`src/include/bst_pkg.sv`:
```
// package: shared constants for the boundary scan test port and its controller
package bst_pkg;
	localparam int          IR_W          = 4;
	localparam int          ID_W          = 32;
	localparam int          BSR_W         = 8;
	localparam int          RESET_TMS_N   = 5;
	localparam logic [3:0]  IR_EXTEST     = 4'h0;
	localparam logic [3:0]  IR_SKIP       = 4'hf;
	localparam logic [3:0]  IR_IDENT      = 4'hb;
	localparam logic [3:0]  IR_FLOAT      = 4'h7;
	localparam logic [3:0]  IR_CLAMP      = 4'h4;
	localparam logic [3:0]  IR_SAMPLE     = 4'h8;
	localparam logic [3:0]  IR_NONSCAN    = 4'hc;
	localparam int          ID_REV_LSB    = 28;
	localparam int          ID_PART_LSB   = 12;
	localparam int          ID_VEND_LSB   = 1;
	localparam logic [3:0]  ID_REV        = 4'h1;     // arbitrary value
	localparam logic [15:0] ID_PART       = 16'h5a5a; // arbitrary value
	localparam logic [10:0] ID_VEND       = 11'h123;  // arbitrary value
	localparam int          TCK_DIV       = 4;
	localparam logic [1:0]  CMD_SHIFT_IR  = 2'h1;
	localparam logic [1:0]  CMD_SHIFT_DR  = 2'h2;
	localparam logic [1:0]  CMD_RESET     = 2'h3;
	localparam logic [2:0]  ADR_CMD       = 3'h0;
	localparam logic [2:0]  ADR_LEN       = 3'h1;
	localparam logic [2:0]  ADR_TXD       = 3'h2;
	localparam logic [2:0]  ADR_RXD       = 3'h3;
	localparam logic [2:0]  ADR_STAT      = 3'h4;
	typedef enum logic [15:0] {
		TS_RESET = 16'h0001, TS_IDLE = 16'h0002, TS_SEL_DR = 16'h0004, TS_CAP_DR = 16'h0008,
		TS_SH_DR = 16'h0010, TS_EX1_DR = 16'h0020, TS_PAU_DR = 16'h0040, TS_EX2_DR = 16'h0080,
		TS_UPD_DR = 16'h0100, TS_SEL_IR = 16'h0200, TS_CAP_IR = 16'h0400, TS_SH_IR = 16'h0800,
		TS_EX1_IR = 16'h1000, TS_PAU_IR = 16'h2000, TS_EX2_IR = 16'h4000, TS_UPD_IR = 16'h8000
	} bst_state_t;
endpackage : bst_pkg

```
`src/include/bst_if.sv`:
```
// interface: the four scan wires between test controller and device
`timescale 1ns/1ps
interface bst_if;
	logic tck;
	logic tms;
	logic tdi;
	logic tdo;
	modport dev (input tck, input tms, input tdi, output tdo);
	modport ctl (output tck, output tms, output tdi, input tdo);
endinterface : bst_if

```
`src/logic/bst_tap_fsm.sv`:
```
// module: test port state machine with tms-high reset counter
`timescale 1ns/1ps
module bst_tap_fsm
	import bst_pkg::*;
(
	input  wire logic       clk,
	input  wire logic       arst_n,
	input  wire logic       step,
	input  wire logic       tms,
	output bst_state_t      state
);
	bst_state_t state_reg;
	bst_state_t state_next;
	logic [2:0] ones_reg;
	wire        five_high = tms && (ones_reg == 3'(RESET_TMS_N - 1));
	assign state = state_reg;
	always_comb begin
		unique case (state_reg)
			TS_RESET:  state_next = tms ? TS_RESET  : TS_IDLE;
			TS_IDLE:   state_next = tms ? TS_SEL_DR : TS_IDLE;
			TS_SEL_DR: state_next = tms ? TS_SEL_IR : TS_CAP_DR;
			TS_CAP_DR: state_next = tms ? TS_EX1_DR : TS_SH_DR;
			TS_SH_DR:  state_next = tms ? TS_EX1_DR : TS_SH_DR;
			TS_EX1_DR: state_next = tms ? TS_UPD_DR : TS_PAU_DR;
			TS_PAU_DR: state_next = tms ? TS_EX2_DR : TS_PAU_DR;
			TS_EX2_DR: state_next = tms ? TS_UPD_DR : TS_SH_DR;
			TS_UPD_DR: state_next = tms ? TS_SEL_DR : TS_IDLE;
			TS_SEL_IR: state_next = tms ? TS_RESET  : TS_CAP_IR;
			TS_CAP_IR: state_next = tms ? TS_EX1_IR : TS_SH_IR;
			TS_SH_IR:  state_next = tms ? TS_EX1_IR : TS_SH_IR;
			TS_EX1_IR: state_next = tms ? TS_UPD_IR : TS_PAU_IR;
			TS_PAU_IR: state_next = tms ? TS_EX2_IR : TS_PAU_IR;
			TS_EX2_IR: state_next = tms ? TS_UPD_IR : TS_SH_IR;
			TS_UPD_IR: state_next = tms ? TS_SEL_DR : TS_IDLE;
			default:   state_next = TS_RESET;
		endcase
		if (five_high)
			state_next = TS_RESET; // [RL1]
	end
	always_ff @(posedge clk or negedge arst_n) begin
		if (!arst_n) begin
			state_reg <= TS_RESET;
			ones_reg  <= 3'h0;
		end else if (step) begin
			state_reg <= state_next;
			ones_reg  <= tms ? (five_high ? ones_reg : ones_reg + 3'h1) : 3'h0; // [RL1]
		end
	end
endmodule : bst_tap_fsm

```
`src/logic/bst_device.sv`:
```
// module: device end of the boundary scan test port
`timescale 1ns/1ps
// Behaviour
// RL1: five tck rises with tms high reset
// RL2: port reset leaves memory logic untouched
// RL3: system applies master reset after power up
// RL4: pause then shift repeats last bit
// RL5: controller avoids the data pause state
// RL6: id fields revision, part, vendor
// RL7: id bit zero reads one
// RL8: 0000 captures pins, boundary chain path
// RL9: 1111 selects one-bit skip register
// RL10: 1011 loads and shifts identification
// RL11: 0111 floats outputs, skip path
// RL12: 0100 drives outputs from cells, skip path
// RL13: 1000 samples pins, boundary chain path
// RL14: 1100 resets non-scan logic, skip path
// RL15: controller uses only listed codes
// RL16: three scan inputs, one scan output
// RL17: port reset selects identification code
module bst_device
	import bst_pkg::*;
(
	input  wire logic             SYS_CLK,
	input  wire logic             ARST_N,
	bst_if.dev                    LINK,
	input  wire logic [BSR_W-1:0] PIN_IN,
	input  wire logic [BSR_W-1:0] CORE_OUT,
	output logic      [BSR_W-1:0] PIN_OUT,
	output logic                  PIN_FLOAT,
	output logic                  NONSCAN_RESET,
	output logic [IR_W-1:0]       INSTR
);
	// link pins come from another domain, so two flops each before use
	logic [2:0] s1_reg;
	logic [2:0] s2_reg;
	logic       tck_d_reg;
	always_ff @(posedge SYS_CLK or negedge ARST_N) begin
		if (!ARST_N) begin
			s1_reg    <= 3'h0;
			s2_reg    <= 3'h0;
			tck_d_reg <= 1'b0;
		end else begin
			s1_reg    <= {LINK.tck, LINK.tms, LINK.tdi}; // [RL16]
			s2_reg    <= s1_reg;
			tck_d_reg <= s2_reg[2];
		end
	end
	wire tck_s = s2_reg[2];
	wire tms_s = s2_reg[1];
	wire tdi_s = s2_reg[0];
	wire rise  = tck_s && !tck_d_reg;
	wire fall  = !tck_s && tck_d_reg;

	bst_state_t st;
	bst_tap_fsm u_fsm (
		.clk    (SYS_CLK),
		.arst_n (ARST_N),
		.step   (rise),
		.tms    (tms_s),
		.state  (st)
	);

	logic [IR_W-1:0]  ir_reg;
	logic [IR_W-1:0]  irsh_reg;
	logic             skip_reg;
	logic [ID_W-1:0]  id_reg;
	logic [BSR_W-1:0] chain_reg;
	logic [BSR_W-1:0] upd_reg;
	logic             tdo_reg;
	logic             dup_reg;
	logic [BSR_W-1:0] pin_out_reg;
	logic             float_reg;
	logic             nrst_reg;

	wire [ID_W-1:0] id_code = {ID_REV, ID_PART, ID_VEND, 1'b1}; // [RL6] [RL7]
	wire use_chain = (ir_reg == IR_EXTEST) || (ir_reg == IR_SAMPLE); // [RL8] [RL13]
	wire use_id    = (ir_reg == IR_IDENT); // [RL10]
	wire in_reset  = (st == TS_RESET);
	wire cap_dr    = (st == TS_CAP_DR);
	wire sh_dr     = (st == TS_SH_DR);
	wire dr_lsb    = use_chain ? chain_reg[0] : (use_id ? id_reg[0] : skip_reg); // [RL9]
	// pause re-entry repeats the last bit once; kept to match the part
	wire dr_out    = dup_reg ? tdo_reg : dr_lsb; // [RL4]
	wire out_bit   = (st == TS_SH_IR) ? irsh_reg[0] : dr_out;

	always_ff @(posedge SYS_CLK or negedge ARST_N) begin
		if (!ARST_N) begin
			irsh_reg <= 4'h0;
			skip_reg <= 1'b0;
			id_reg   <= 32'h0;
			dup_reg  <= 1'b0;
		end else if (rise) begin
			if (st == TS_CAP_IR)
				irsh_reg <= 4'h1;
			else if (st == TS_SH_IR)
				irsh_reg <= {tdi_s, irsh_reg[IR_W-1:1]};
			if (cap_dr)
				skip_reg <= 1'b0;
			else if (sh_dr)
				skip_reg <= tdi_s;
			if (cap_dr && use_id)
				id_reg <= id_code; // [RL10]
			else if (sh_dr && use_id)
				id_reg <= {tdi_s, id_reg[ID_W-1:1]};
			dup_reg <= (st == TS_EX2_DR) && !tms_s; // [RL4]
		end
	end

	always_ff @(posedge SYS_CLK or negedge ARST_N) begin
		if (!ARST_N) begin
			chain_reg <= 8'h0;
			upd_reg   <= 8'h0;
		end else if (rise) begin
			if (cap_dr && use_chain)
				chain_reg <= PIN_IN; // [RL8] [RL13]
			else if (sh_dr && use_chain && !dup_reg)
				chain_reg <= {tdi_s, chain_reg[BSR_W-1:1]};
			if (st == TS_UPD_DR && use_chain)
				upd_reg <= chain_reg;
		end
	end

	// reset state forces the id code at once, no extra tck rise is needed
	always_ff @(posedge SYS_CLK or negedge ARST_N) begin
		if (!ARST_N)
			ir_reg <= IR_IDENT;
		else if (in_reset)
			ir_reg <= IR_IDENT; // [RL17]
		else if (rise && st == TS_UPD_IR)
			ir_reg <= irsh_reg;
	end

	// scan output changes on falling tck
	always_ff @(posedge SYS_CLK or negedge ARST_N) begin
		if (!ARST_N)
			tdo_reg <= 1'b0;
		else if (fall)
			tdo_reg <= out_bit;
	end
	assign LINK.tdo = tdo_reg;

	// outputs touch the pins and the non-scan reset line; memory state is never reset by the port
	always_ff @(posedge SYS_CLK or negedge ARST_N) begin
		if (!ARST_N) begin
			pin_out_reg <= 8'h0;
			float_reg   <= 1'b0;
			nrst_reg    <= 1'b0;
		end else begin
			pin_out_reg <= (ir_reg == IR_CLAMP || ir_reg == IR_EXTEST) ? upd_reg : CORE_OUT; // [RL12] [RL2]
			float_reg   <= (ir_reg == IR_FLOAT); // [RL11]
			nrst_reg    <= (ir_reg == IR_NONSCAN); // [RL14]
		end
	end
	assign PIN_OUT       = pin_out_reg;
	assign PIN_FLOAT     = float_reg;
	assign NONSCAN_RESET = nrst_reg;
	assign INSTR         = ir_reg;
endmodule : bst_device

```
`src/flat_wrapper.sv`:
```
// flat-port wrapper written by rule: the top's interface ports become plain ports
module bst_device_flat import bst_pkg::*;
  (SYS_CLK, ARST_N, PIN_IN, CORE_OUT, PIN_OUT, PIN_FLOAT, NONSCAN_RESET, INSTR, LINK_tck, LINK_tms, LINK_tdi, LINK_tdo);
  bst_if LINK_i ();
  input  wire logic SYS_CLK;
  input  wire logic ARST_N;
  input  wire logic [BSR_W-1:0] PIN_IN;
  input  wire logic [BSR_W-1:0] CORE_OUT;
  output logic      [BSR_W-1:0] PIN_OUT;
  output logic PIN_FLOAT;
  output logic NONSCAN_RESET;
  output logic [IR_W-1:0] INSTR;
  input wire logic [$bits(LINK_i.tck)-1:0] LINK_tck;
  input wire logic [$bits(LINK_i.tms)-1:0] LINK_tms;
  input wire logic [$bits(LINK_i.tdi)-1:0] LINK_tdi;
  output wire logic [$bits(LINK_i.tdo)-1:0] LINK_tdo;
  assign LINK_i.tck = LINK_tck;
  assign LINK_i.tms = LINK_tms;
  assign LINK_i.tdi = LINK_tdi;
  assign LINK_tdo = LINK_i.tdo;
  bst_device u_core (.SYS_CLK(SYS_CLK), .ARST_N(ARST_N), .LINK(LINK_i), .PIN_IN(PIN_IN), .CORE_OUT(CORE_OUT), .PIN_OUT(PIN_OUT), .PIN_FLOAT(PIN_FLOAT), .NONSCAN_RESET(NONSCAN_RESET), .INSTR(INSTR));
endmodule
```
`config.mk`:
```
export PLATFORM = sky130hd
export DESIGN_NAME = bst_device_flat
export DESIGN_NICKNAME = d
export VERILOG_FILES = /design/src/include/bst_pkg.sv /design/src/include/bst_if.sv /design/src/logic/bst_tap_fsm.sv /design/src/logic/bst_device.sv /design/src/flat_wrapper.sv
export SDC_FILE = /design/constraint.sdc
export NUM_CORES = 1
export LEC_CHECK = 0
export BUFFER_PORTS_ARGS = -buffer_cell sky130_fd_sc_hd__buf_4
export CAP_MARGIN = 20
export CORE_MARGIN = 8
export CORE_UTILIZATION = 31
export DETAILED_ROUTE_END_ITERATION = 6
export GPL_ROUTABILITY_DRIVEN = 0
export MAX_ROUTING_LAYER = met4
export SKIP_LAST_GASP = 1
export SYNTH_ARGS = -nofsm -noshare
export SYNTH_HDL_FRONTEND = slang
export SYNTH_SLANG_ARGS = --single-unit
export TNS_END_PERCENT = 1
```
`constraint.sdc`:
```
create_clock -name SYS_CLK -period 2.1 [get_ports SYS_CLK]
set_input_delay 0.42 -clock SYS_CLK [delete_from_list [all_inputs] [get_ports SYS_CLK]]
set_output_delay 0.42 -clock SYS_CLK [all_outputs]
set_load 0.02 [all_outputs]
```
==> key figures <==
Synth
  – Count leader, synth: dfrtp_1
  – Yosys warnings: 0
  – Synth top area share: 52.0%
  – Most used DFF post-synth: dfrtp_1
  – Syn_nets: 448
  – Mapped cell area: 4380 um^2
  – Flops & latches, synth: 95
  – Post-synth top cells: dfrtp_1 (91), nand2_1 (85), o21ai_0 (30), nand3_1 (25), clkbuf_1 (23)
  – Post-synth ARST share: 100%
  – Ranking of synthesized cells by area: dfrtp_1 (52%), nand2_1 (7.3%), mux2_2 (5.7%), o21ai_0 (3.4%), nand3_1 (2.9%)
  – Syn_area_per_cell: 10.3 um^2
  – Mapped Cells: 425
  – Largest area contributor in the netlist: dfrtp_1
  – Sequential area share after synthesis: 54.4%
  – Post-synth EDFFs: 0
  – Cell variety after synth: 51

Die
  – Die Y: 135 um
  – Core area: 13800 um^2
  – I/O pin count: 36
  – Die footprint: 18200 um^2
  – Std-Cell Rows: 43
  – Starting Density: 31.7%
  – Die Wd: approximately 130 um

STA
  – Final hold slack: 0.189 ns
  – Max Slew Vio Count: 0
  – Period minus WS final: 2.06 ns
  – Period Utilization, post-route: a little over nine tenths
  – Slew headroom: 67.3%
  – Worst-Margin Slew: 0.489 ns
  – Setup TNS: 0 ns
  – Final Setup Violations: 0
  – RSZ-0062 raised after global routing: yes
  – Final Hold Vio Count: 0
  – Clk_skew: around 0.0038 ns
  – Highest Clock Rate: 0.485 GHz

Critical path
  – FF-to-FF End: u_core.u_fsm.state[0]
  – CP arrival: 2.33 ns
  – R2R Setup Slk: ~0.04 ns
  – Cells on worst reg2reg path: 6
  – Reg2reg start: u_core.u_fsm.state[5]
  – Critical path type: reg -> reg
  – Startpoint Class: register
  – Critical path endpoint category: register
  – Max Fanout on Critical Path: 9
  – Required @ worst endpoint: 2.37 ns

Routing
  – WL final: ~10000 um
  – Number of remaining DRC errors: 0
  – Detailed-route wire length per cell: approximately 15 um
  – Via density: approximately 5
  – Antenna violation net count after detailed routing: 0
  – DRT iter0 DRCs: 254
  – Vias: 3354
  – Pre-Repair DR Iteration Count: 4

GRT
  – Pin count of the biggest net entering global routing: 60
  – First-pass GRT wire length: 16800 um
  – Tot GR Track Use: 11.5%
  – GR Overflow Total: 0
  – Initial antenna violation count: 0
  – Vias in the first global route: 3379

Cells and area
  – Number of fill cells in the layout: 1335
  – Max reg flops: 32
  – Area Overhead vs Synth: 24.0%
  – Nets: 506
  – Share of layout cells above drive strength 1: approximately a quarter
  – # diodes: 0

Power and ir drop
  – Switching share of power: 26.9%
  – PwrDens: between 700 and 800 nW/um^2
  – Clock share of power: between 30 and 40%
  – P_leak: 0.00265 uW
  – NetSw: 1150 uW
  – Reg power frac: 45.4%
  – Logic pwr share: 16.7%
  – Pint: 3120 uW
  – Worst VDD drop: 0.000503 V

Clock tree
  – Worst-path clk slew: ~0.070 ns
  – TritonCTS clock tree: done
  – Clk_lat worst skew: 0.34 ns
  – Clk sinks: 95
  – H-tree Lvls: 3
  – Post-CTS setup buffer count: 0
  – Total CTS buffers: 9
  – Clk buf depth: 2
  – Root Driver: clkbuf_16

Hold path
  – Worst Hold Launch: LINK_tms
  – Min-Delay Endpoint: u_core.s1_reg[1]
  – Min-Delay Path Class: in -> reg
  – Worst Hold Depth: 1

Run status
  – Outcome: finished clean

Run
  – Max_cap viols: 0

Place
  – Port Buffer Count: 35
  – DP Wirelength: 7050 um
==> critical path, cell delays in order (launching register included) <==
cell	delay [ns]
dfrtp_1	0.44
nor4_4	0.35
buf_4	0.22
nand4_1	0.13
o32ai_1	0.44
nor2_1	0.10
a221o_1	0.30
==> how the worst max path moves through the flow <==
| stage | start | end | slack (ns) | cells after the start |
|---|---|---|---|---|
| 2_1_floorplan | u_core.u_fsm.state[5] | u_core.chain_reg[0] | -0.15 | 6 |
| 3_3_place_gp | u_core.u_fsm.state[4] | u_core.chain_reg[0] | 0.04 | 7 |
| 3_5_place_dp | u_core.u_fsm.state[4] | u_core.chain_reg[0] | 0.01 | 7 |
| 4_1_cts | u_core.u_fsm.state[8] | u_core.u_fsm.state[11] | 0.0005 | 6 |
| 5_1_grt | u_core.u_fsm.state[5] | u_core.chain_reg[5] | -0.06 | 7 |
| 6_report | u_core.u_fsm.state[5] | u_core.u_fsm.state[0] | 0.04 | 6 |
==> repair_timing <==
item / in CTS / in global routing
endpoints found under the hold margin: 15 / 0
cloned: 0 / 0
endpoints found under the setup margin: 3 / 29
hold buffers: 1 / 0
resized for setup: 1 / 4
==> routing by layer <==
metal	GRT usage, %	vias to the layer above	share of wire (%)
li1	-	1611	-
met1	14.7	1658	48
met2	17.3	70	45
met3	2.97	15	5.0
met4	3.74	0	1.6
met5	-	-	0
==> per-stage QoR <==
| step | area [um^2] | cells | total power [uW] | util, % | worst slack (ns) |
|---|---|---|---|---|---|
| global placement | 5090 | 650 | 2650 | 36.8 | 0.0371 |
| CTS | 5400 | 667 | 4290 | 39.1 | 0.000458 |
| floorplan | 4380 | 425 | 2340 | - | -0.145 |
| finish | 5430 | 668 | 4260 | 39.3 | 0.0395 |
| detailed placement | 5090 | 650 | 2670 | 36.8 | 0.0117 |
| global route | 5430 | 668 | 4460 | 39.3 | -0.0646 |
==> area by class of cell <==
class | count | area, um^2 | area share, %
inverters | 10 | 37.5 | 0.691
clock buffers | 9 | 225 | 4.15
flip-flops and latches | 95 | 2380 | 43.9
clock inverters | 7 | 71.3 | 1.31
repair buffers | 75 | 619 | 11.4
well taps | 180 | 225 | 4.15
multi-input cells | 292 | 1870 | 34.4
==> placed cells by master, fill, tap and decap left out, types with 3 or more instances in the layout <==
cell type	n
dfrtp_1	91
nand2_1	85
buf_4	68
o21ai_0	30
nand3_1	25
mux2_2	22
nand4_1	13
nor2_1	13
mux2_1	11
inv_1	10
nor3_1	10
clkbuf_16	9
a22o_1	6
a21oi_1	6
nand2b_1	4
nor4_4	4
and3_1	4
nor4_1	4
xnor2_1	4
nor4b_1	4
xor2_1	4
mux2i_1	4
a21o_1	4
buf_12	4
dfstp_2	4
clkinvlp_4	3
==> power by group through the flow <==
stage | registers (uW) | clock network [uW] | logic [uW]
4_1_cts | 1940 | 1660 | 701
5_1_grt | 1940 | 1730 | 788
3_5_place_dp | 1970 | 0 | 696
6_report | 1940 | 1620 | 713
2_1_floorplan | 1970 | 0 | 370
3_3_place_gp | 1970 | 0 | 684
==> logic make-up (layout without fill, tap and decap cells) <==
family	count (synthesis)	after routing	share of synthesized area, %
adder cells (fa/ha/maj)	2	2	0.571
AO/OA/AOI/OAI	61	61	8.68
flip-flops	95	95	54.4
XOR/XNOR	8	8	1.60
buffers and inverters	38	101	3.48
AND/OR/NAND/NOR	184	184	21.9
multiplexers	37	37	9.40
Note: power is estimated with default switching activity, not from simulation.
